`src/hdl/shunt_amp_consts.vh`:
```
// Constants for the shunt amplifier mode control block
`ifndef SHUNT_AMP_CONSTS_VH
`define SHUNT_AMP_CONSTS_VH

// ----------------------------------------
// Register offsets
// ----------------------------------------
`define ADDR_W 4
`define OFF_CTRL 4'h0
`define OFF_GAIN 4'h1
`define OFF_CAL 4'h2
`define OFF_STATUS 4'h3
`define OFF_LEVELS 4'h4
`define OFF_ID 4'h5

// ----------------------------------------
// Control fields
// ----------------------------------------
`define CTRL_BYPASS 0
`define CTRL_FET 1
`define CTRL_LSREF 2
`define CTRL_HWIF 3
`define CTRL_W 4
`define CTRL_RST 4'h0

// ----------------------------------------
// Gain codes
// ----------------------------------------
`define GAIN_5 2'h0
`define GAIN_10 2'h1
`define GAIN_20 2'h2
`define GAIN_40 2'h3
`define GAIN_RST 6'h00

// ----------------------------------------
// Timing
// ----------------------------------------
`define CLK_MHZ 250
`define TRIM_US 100
`define TRIM_CYC (`TRIM_US * `CLK_MHZ)
`define CNT_W 15
`define ID_VALUE 32'h0000A5C3 // Arbitrary value

`endif

```
`src/hdl/shunt_amp_mode_control.v`:
```
// Top of the shunt amplifier mode control block
//
// Chosen here: the register offsets and strobed register access.
`include "shunt_amp_consts.vh"
module shunt_amp_mode_control #(
   parameter TRIM_CYCLES = `TRIM_CYC
) (
   input wire sys_clk,
   input wire rst,
   input wire [`ADDR_W-1:0] addr,
   input wire [31:0] wdata,
   input wire wr,
   input wire rd,
   output reg [31:0] rdata,
   input wire cal_pin,
   input wire [1:0] mode_level_pin,
   input wire [1:0] gain_level_pin,
   input wire [2:0] gate_current_level_pin,
   input wire [2:0] drain_source_level_pin,
   input wire [2:0] ls_on,
   input wire [2:0] drive_done,
   input wire fault_active,
   input wire serial_out_low,
   output wire [5:0] amp_gain,
   output wire [2:0] inputs_short,
   output wire [2:0] load_disc,
   output wire [2:0] sw_node_conn,
   output wire [2:0] amp_enable,
   output reg ref_div_bypass,
   output reg ls_mon_ref_neg,
   output reg [1:0] hw_mode,
   output reg [2:0] hw_drive_strength,
   output reg [2:0] hw_vds_threshold,
   output wire fault_indicator_n_out,
   output wire fault_indicator_n_oe,
   output wire serial_data_out,
   output wire serial_data_oe
);
   // ----------------------------------------
   // Registers
   // ----------------------------------------
   reg [`CTRL_W-1:0] ctrl_reg;
   reg [5:0] gain_reg;
   reg [2:0] per_channel_cal_request_reg;
   wire [2:0] trim_busy;
   wire [2:0] trim_done;

   // ----------------------------------------
   // Pin synchronisers, change on 2nd/3rd agree
   // ----------------------------------------
   localparam PW = 11;
   wire [PW-1:0] pin_raw;
   reg [PW-1:0] s1_reg;
   reg [PW-1:0] s2_reg;
   reg [PW-1:0] s3_reg;
   reg [PW-1:0] pin_reg;
   assign pin_raw = {cal_pin, mode_level_pin, gain_level_pin,
                     gate_current_level_pin, drain_source_level_pin};

   integer i;
   always @(posedge sys_clk or posedge rst) begin
      if (rst) begin
         s1_reg <= {PW{1'b0}};
         s2_reg <= {PW{1'b0}};
         s3_reg <= {PW{1'b0}};
         pin_reg <= {PW{1'b0}};
      end else begin
         s1_reg <= pin_raw;
         s2_reg <= s1_reg;
         s3_reg <= s2_reg;
         for (i = 0; i < PW; i = i + 1) begin
            if (s2_reg[i] == s3_reg[i]) begin
               pin_reg[i] <= s3_reg[i];
            end
         end
      end
   end

   wire cal_pin_s;
   wire [1:0] mode_s;
   wire [1:0] gain_s;
   wire [2:0] idrv_s;
   wire [2:0] vds_s;
   assign {cal_pin_s, mode_s, gain_s, idrv_s, vds_s} = pin_reg;

   wire hw_if;
   assign hw_if = ctrl_reg[`CTRL_HWIF];

   // ----------------------------------------
   // Level pin decode for hardware variants
   // ----------------------------------------
   always @(posedge sys_clk or posedge rst) begin
      if (rst) begin
         hw_mode <= 2'h0;
         hw_drive_strength <= 3'h0;
         hw_vds_threshold <= 3'h0;
      end else if (hw_if) begin
         hw_mode <= mode_s;
         hw_drive_strength <= (idrv_s == 3'h7) ? 3'h6 : idrv_s;
         hw_vds_threshold <= (vds_s == 3'h7) ? 3'h6 : vds_s;
      end
   end

   // ----------------------------------------
   // Register writes
   // ----------------------------------------
   always @(posedge sys_clk or posedge rst) begin
      if (rst) begin
         ctrl_reg <= `CTRL_RST;
         gain_reg <= `GAIN_RST;
         per_channel_cal_request_reg <= 3'h0;
      end else if (wr) begin
         case (addr)
            `OFF_CTRL: ctrl_reg <= wdata[`CTRL_W-1:0];
            `OFF_GAIN: gain_reg <= wdata[5:0];
            `OFF_CAL: per_channel_cal_request_reg <= wdata[2:0];
            default: ctrl_reg <= ctrl_reg;
         endcase
      end
   end

   // ----------------------------------------
   // Mode outputs
   // ----------------------------------------
   wire fet_mode;
   assign fet_mode = ctrl_reg[`CTRL_FET] & ~hw_if;
   always @(posedge sys_clk or posedge rst) begin
      if (rst) begin
         ref_div_bypass <= 1'b0;
         ls_mon_ref_neg <= 1'b0;
      end else begin
         ref_div_bypass <= ctrl_reg[`CTRL_BYPASS] & ~hw_if;
         if (fet_mode) begin
            ls_mon_ref_neg <= 1'b1;
         end else begin
            ls_mon_ref_neg <= ctrl_reg[`CTRL_LSREF] & ~hw_if;
         end
      end
   end

   // ----------------------------------------
   // Channels
   // ----------------------------------------
   genvar g;
   generate
      for (g = 0; g < 3; g = g + 1) begin : ch
         wire req;
         wire [1:0] cfg;
         assign req = hw_if ? cal_pin_s : per_channel_cal_request_reg[g];
         assign cfg = hw_if ? gain_s : gain_reg[2*g+1:2*g];
         amp_channel #(.TRIM_CYCLES(TRIM_CYCLES)) u_ch (
            .sys_clk(sys_clk),
            .rst(rst),
            .cal_req(req),
            .cfg_gain(cfg),
            .fet_mode(fet_mode),
            .ls_on(ls_on[g]),
            .drive_done(drive_done[g]),
            .amp_gain(amp_gain[2*g+1:2*g]),
            .inputs_short(inputs_short[g]),
            .load_disc(load_disc[g]),
            .sw_node_conn(sw_node_conn[g]),
            .amp_enable(amp_enable[g]),
            .trim_busy(trim_busy[g]),
            .trim_done(trim_done[g])
         );
      end
   endgenerate

   // ----------------------------------------
   // Open-drain outputs
   // ----------------------------------------
   assign fault_indicator_n_out = 1'b0;
   assign fault_indicator_n_oe = fault_active;
   assign serial_data_out = 1'b0;
   assign serial_data_oe = serial_out_low;

   // ----------------------------------------
   // Register reads
   // ----------------------------------------
   always @(posedge sys_clk or posedge rst) begin
      if (rst) begin
         rdata <= 32'h00000000;
      end else if (rd) begin
         case (addr)
            `OFF_CTRL: rdata <= {28'h0000000, ctrl_reg};
            `OFF_GAIN: rdata <= {26'h0000000, gain_reg};
            `OFF_CAL: rdata <= {29'h00000000, per_channel_cal_request_reg};
            `OFF_STATUS: rdata <= {26'h0000000, trim_done, trim_busy};
            `OFF_LEVELS: rdata <= {21'h000000, pin_reg};
            `OFF_ID: rdata <= `ID_VALUE;
            default: rdata <= 32'h00000000;
         endcase
      end else begin
         rdata <= 32'h00000000;
      end
   end
endmodule

```
`src/hdl/amp_channel.v`:
```
// One amplifier channel: calibration sequencer and input routing
`include "shunt_amp_consts.vh"
module amp_channel #(
   parameter TRIM_CYCLES = `TRIM_CYC
) (
   input wire sys_clk,
   input wire rst,
   input wire cal_req,
   input wire [1:0] cfg_gain,
   input wire fet_mode,
   input wire ls_on,
   input wire drive_done,
   output reg [1:0] amp_gain,
   output reg inputs_short,
   output reg load_disc,
   output reg sw_node_conn,
   output reg amp_enable,
   output reg trim_busy,
   output reg trim_done
);
   // ----------------------------------------
   // States
   // ----------------------------------------
   localparam S_IDLE = 3'b001;
   localparam S_TRIM = 3'b010;
   localparam S_HOLD = 3'b100;

   reg [2:0] state_reg;
   reg [2:0] state_next;
   reg [`CNT_W-1:0] cnt_reg;
   reg [`CNT_W-1:0] cnt_next;
   reg fet_on_reg;
   reg fet_on_next;

   always @* begin
      state_next = state_reg;
      cnt_next = cnt_reg;
      case (state_reg)
         S_IDLE: begin
            cnt_next = {`CNT_W{1'b0}};
            if (cal_req) begin
               state_next = S_TRIM;
            end
         end
         S_TRIM: begin
            cnt_next = cnt_reg + 1'b1;
            if (!cal_req) begin
               state_next = S_IDLE;
            end else if (cnt_reg == TRIM_CYCLES - 1) begin
               state_next = S_HOLD;
            end
         end
         S_HOLD: begin
            if (!cal_req) begin
               state_next = S_IDLE;
            end
         end
         default: begin
            state_next = S_IDLE;
         end
      endcase
   end

   // Transistor-drop gating: on at window end, off when low side off
   always @* begin
      fet_on_next = fet_on_reg;
      if (!fet_mode || !ls_on) begin
         fet_on_next = 1'b0;
      end else if (drive_done) begin
         fet_on_next = 1'b1;
      end
   end

   always @(posedge sys_clk or posedge rst) begin
      if (rst) begin
         state_reg <= S_IDLE;
         cnt_reg <= {`CNT_W{1'b0}};
         fet_on_reg <= 1'b0;
         amp_gain <= `GAIN_5;
         inputs_short <= 1'b0;
         load_disc <= 1'b0;
         sw_node_conn <= 1'b0;
         amp_enable <= 1'b0;
         trim_busy <= 1'b0;
         trim_done <= 1'b0;
      end else begin
         state_reg <= state_next;
         cnt_reg <= cnt_next;
         fet_on_reg <= fet_on_next;
         if (state_next != S_IDLE) begin
            amp_gain <= `GAIN_40;
            inputs_short <= 1'b1;
            load_disc <= 1'b1;
            sw_node_conn <= 1'b0;
            amp_enable <= 1'b1;
         end else begin
            amp_gain <= cfg_gain;
            load_disc <= 1'b0;
            inputs_short <= fet_mode & ~fet_on_next;
            sw_node_conn <= fet_mode & fet_on_next;
            amp_enable <= ~fet_mode | fet_on_next;
         end
         trim_busy <= (state_next == S_TRIM);
         trim_done <= (state_next == S_HOLD);
      end
   end
endmodule

```
`config.mk`:
```
export PLATFORM = sky130hd
export DESIGN_NAME = shunt_amp_mode_control
export DESIGN_NICKNAME = d
export VERILOG_FILES = /design/src/hdl/shunt_amp_mode_control.v /design/src/hdl/amp_channel.v
export VERILOG_INCLUDE_DIRS = /design/src /design/src/hdl
export SDC_FILE = /design/constraint.sdc
export NUM_CORES = 1
export LEC_CHECK = 0
export BUFFER_PORTS_ARGS = -buffer_cell sky130_fd_sc_hd__buf_2
export CAP_MARGIN = 5
export CORE_MARGIN = 4
export CORE_UTILIZATION = 40
export CTS_CLUSTER_DIAMETER = 120
export DETAILED_ROUTE_END_ITERATION = 6
export HOLD_SLACK_MARGIN = 0.06
export SLEW_MARGIN = 25
export SYNTH_ARGS = -nofsm -noshare
export SYNTH_HDL_FRONTEND = slang
export SYNTH_SLANG_ARGS = --single-unit
```
`constraint.sdc`:
```
create_clock -name sys_clk -period 5.8 [get_ports sys_clk]
set_input_delay 1.16 -clock sys_clk [delete_from_list [all_inputs] [get_ports sys_clk]]
set_output_delay 1.16 -clock sys_clk [all_outputs]
set_load 0.02 [all_outputs]
```
# [Word-level counts from Yosys, hierarchy flattened]
# Index checks and enable logic that the tools add are counted.
[totals] regBits=180 out_inout_bits=64 wordCells=176
[classes] addsub=3 n_eq_ne=39 mux=50 n_bitwise=17 reduce_logical=14
[op_table] cell="16-bit one-hot mux with 6 select lines" n=1
[op_table] cell="15-bit one-hot mux with 2 select lines" n=3
[op_table] cell="15-bit by 1-bit adder with 15-bit output (second input constant)" n=3
[op_table] cell="15-bit equality test (second input constant)" n=3
[op_table] cell="3-bit two-way mux" n=14
[op_table] cell="32-bit two-way mux" n=1
[op_table] cell="3-bit one-hot mux with 3 select lines" n=3
[op_table] cell="3-bit equality test (second input constant)" n=8
[op_table] cell="1-bit two-way mux" n=22
[op_table] cell="3-bit by 2-bit equality test with 1-bit output (second input constant)" n=6
[op_table] cell="2-bit two-way mux" n=6
[op_table] cell="1-bit equality test" n=11
[op_table] cell="1-bit AND" n=9
[op_table] cell="3-bit by 1-bit equality test with 1-bit output (second input constant)" n=3
[op_table] cell="3-bit by 1-bit inequality test with 1-bit output (second input constant)" n=3
[op_table] cell="4-bit by 2-bit equality test with 1-bit output (second input constant)" n=2
[op_table] cell="4-bit by 3-bit equality test with 1-bit output (second input constant)" n=2
[op_table] cell="2-bit AND reduction" n=3
[op_table] cell="2-bit nonzero test" n=3
[op_table] cell="1-bit inverter" n=5
[op_table] cell="4-bit by 1-bit equality test with 1-bit output (second input constant)" n=1
[op_table] cell="1-bit zero test" n=4
[op_table] cell="4-bit zero test" n=1
[op_table] cell="1-bit logical OR" n=3
[op_table] cell="1-bit bitwise OR" n=3

# [Logic depth before layout (Yosys ltp)]
[logic_depth] word_depth=8 mapped_depth=6 ltp_nobuf=5

# [Modules after synthesis]
# From an unflattened synthesis, not the netlist that was laid out.
[unflattened] hier_cells=590 hier_area_um2=6884.1
[by_module_without_submodules] module="amp_channel" n_inst=3 cells_per_inst=122 area_each_um2=1273.7 seq_area_each_um2=676.9
[by_module_without_submodules] module="shunt_amp_mode_control" n_inst=1 cells_per_inst=224 area_each_um2=3062.9 seq_area_each_um2=1976.9

# [Worst setup path before layout]
# OpenSTA, ideal clock, no wires.
[synth_timing] path_type="in2out" from="input port fault_active" to="output port fault_indicator_n_oe" t_arrival_ns=1.294 required_time_ns=4.640 slack_ns=3.346 path_stages=1 n_path_buf=1 cell_sequence="buf_4"
[synth_lines] item="start: declaration" line_no="shunt_amp_mode_control.v:22" rtl="input wire fault_active,"
[synth_lines] item="end: declaration" line_no="shunt_amp_mode_control.v:35" rtl="output wire fault_indicator_n_oe,"
# No word-level cell between the ends.

# [Worst setup path after layout]
[layout_timing] from="input port fault_active" to="output port fault_indicator_n_oe"
# No word-level cell between the ends.

==> metrics.yaml <==
synthesis:
  synth_area_leader_cell: "dfrtp_1"
  synth_cell_type_count: 60
  ys_ff_latch: 160
  syn_area_per_cell_um2: 11.73
  netlist_area_um2: 6778
  synthTopCellsByCount: "157 x dfrtp_1, 57 x nand2_1, 36 x buf_4"
  synth_edf_count: 0
  yosysMostFrequentCell: "dfrtp_1"
  ys.flop_type: "dfrtp_1"
  syn_inst: 578
  yosys.area.top_type_share_pct: 57.97
  synth-async-reset-ratio_pct: 100.0
  ys_seq_area_share_pct: 59.13
  synth_area_leaders: "dfrtp_1 58%, mux2_2 4.2%, buf_4 4.0%, nand2_1 3.2%, mux2i_1 3.0%"
  ys_warn_count: 0
worst_setup_path:
  worstPathMaxFanout: 1
  required_ns: 4.64
  cp.arrival_ns: 1.16
  r2r_cells: 4
  crit_cells: 0
  path_class: "in2out"
  end_kind: "output pin"
  start_kind: "input pin"
global_routing:
  antenna_found_initial: 0
  grt_pass1_wl_um: 22510
  overflow: 0
  grt_pass1_vias: 4476
  grt_usage_pct: 14.57
  grt_max_degree: 113
timing:
  fmax_ghz: 0.4310
  slew_headroom_pct: 33.97
  fin_crit_ns: 2.320
  rsz0062_at_grt: "no"
  slew_violations: 0
  worst_slew_pin_slew_ns: 0.9905
  fin_skew_ns: 0.007576
  setup_viol: 0
  period_share_pct: 40.00
  tns_ns: 0
  finalHoldViolCount: 0
floorplanning:
  io_pins: 123
  dieArea_um2: 19090
  rows: 47
  die_h_um: 138.2
  die-width_um: 138.2
  core_area_um2: 16580
  initial_core_util_pct: 40.87
drt:
  wl_met1_um: 6393
  postRouteWirelength_um: 13490
  drt-vias-per-instance: 5.110
  routedWlPerCell_um: 15.55
  drtAntennaViolNets: 0
  firstDrtPassIters: 6
  met3_length_um: 488
  highest-signal-layer: "met4"
  dr_total_vias: 4430
  drtIter0Drc: 280
  drc: 0
  dr_wl_met2_um: 6402
finish:
  largest_reg_flops: 45
  syn2layout_area_growth_pct: 13.55
  num_antenna_cells: 0
  final_nets: 697
  drive_gt1_share_pct: 22.41
  fillers: 1530
cts:
  clock_sinks: 160
  cts_setup_buffers: 0
  hold_buffers: 0
  numCtsBuffers: 17
  root_buffer: "clkbuf_16"
  ctsHtreeMaxLevel: 4
  clockBufferDepth: 2
  clock_latency_ns: 0.42
  path_clk_slew_ns: 0.06
  cts_resized: 0
  cts_tree: "yes"
power:
  p_total_mw: 3.048
  ir_drop_uv: 230.0
  p_leak_nw: 3.498
  p_per_area_nw_per_um2: 396.0
placement:
  dp_hpwl_um: 9380
  port_buffers: 71
  gp_congestion: 0.7817
hold_path:
  hp-class: "reg2reg"
  worstHoldPathCells: 0
status:
  status: "finished, final reports clean"
job:
  maxCapViolations: 0
per-stage QoR:
step / std cells / setup slack [ns] / hold WS [ns] / utilization [%] / instance area, µm²
finish: 867 / 3.480 / 0.3504 / 46.41 / 7696
global route: 867 / 3.402 / 0.3533 / 46.41 / 7696
CTS: 867 / 3.480 / 0.3514 / 46.39 / 7694
detailed placement: 836 / 3.105 / 0.3364 / 43.13 / 7152
global placement: 836 / 3.117 / 0.3314 / 43.13 / 7152
floorplan: 598 / 0.3250 / 0.3312 / - / 6853
power by group:
group	internal [mW]	total, mW	leakage, nW	switching [mW]
combinational	0.210	0.595	1.20	0.384
sequential	1.28	1.42	2.04	0.145
clock	0.563	1.03	0.260	0.467
path summary, 6_finish.rpt:
| check | startpoint | end | slack [ns] |
|---|---|---|---|
| hold / removal | s1_reg[5] | s2_reg[5] | 0.35 |
| hold reg to reg | s1_reg[5] | s2_reg[5] | 0.35 |
| max in group asynchronous | rst | ch[0].u_ch.amp_gain[0] | 3.86 |
| setup / recovery | fault_active | fault_indicator_n_oe | 3.48 |
| min in group asynchronous | rst | s3_reg[9] | 0.85 |
| setup reg to reg | ch[2].u_ch.state_reg[0] | ch[2].u_ch.sw_node_conn | 3.66 |
cell type report:
cell class                      instances  area [µm²]  area share, %
Multi-Input combinational cell        371        2452          31.86
Timing Repair Buffer                   72       362.8          4.715
Clock buffer                           18       439.2          5.706
Inverter                               13       56.30         0.7316
Sequential cell                       160        4008          52.07
Tap cell                              220       275.3          3.577
Clock inverter                         13       102.6          1.333
kinds of logic (layout without fill, tap and decap cells):
logic type / count (synthesis) / after routing / synth area share [%]
xor+xnor: 1 / 1 / 0.1292
buf+inv: 67 / 116 / 5.796
fa+ha+maj: 14 / 14 / 2.178
flops: 160 / 160 / 59.13
simple gates: 194 / 194 / 16.13
compound gates: 96 / 96 / 9.470
mux: 45 / 45 / 7.107
other cells: 1 / 21 / 0.05533
layer usage:
metal	GRT usage, %	vias up
met5	0	-
met4	5.512	0
met3	3.729	13
met2	23.12	81
met1	19.39	2200
li1	-	2136
cells in the final DEF, fill, tap and decap left out, types with 3 or more instances in the layout:
master / synthesis / routed
nor3b_1: 3 / 3
nor3b_2: 6 / 6
nor3_1: 12 / 12
a21oi_1: 19 / 19
mux2i_1: 20 / 20
maj3_1: 11 / 11
clkbuf_16: 0 / 17
o31ai_1: 6 / 6
and3_1: 6 / 6
dfrtp_1: 157 / 157
inv_6: 0 / 5
o21a_1: 6 / 6
nand3_1: 31 / 31
nor4b_1: 6 / 6
dfstp_2: 3 / 3
buf_2: 5 / 71
nand2_1: 57 / 57
nor2b_1: 7 / 7
nor2_1: 18 / 18
clkinvlp_4: 0 / 3
and4_1: 4 / 4
conb_1: 1 / 21
inv_1: 13 / 12
clkinv_4: 0 / 3
o41ai_1: 3 / 3
nand2b_1: 10 / 10
o21ai_0: 29 / 29
nand4_1: 11 / 11
ha_1: 3 / 3
a22o_1: 6 / 6
and2_1: 5 / 5
o211ai_1: 6 / 6
o311ai_0: 3 / 3
mux2_2: 25 / 25
(Power assumes the default switching activity.)
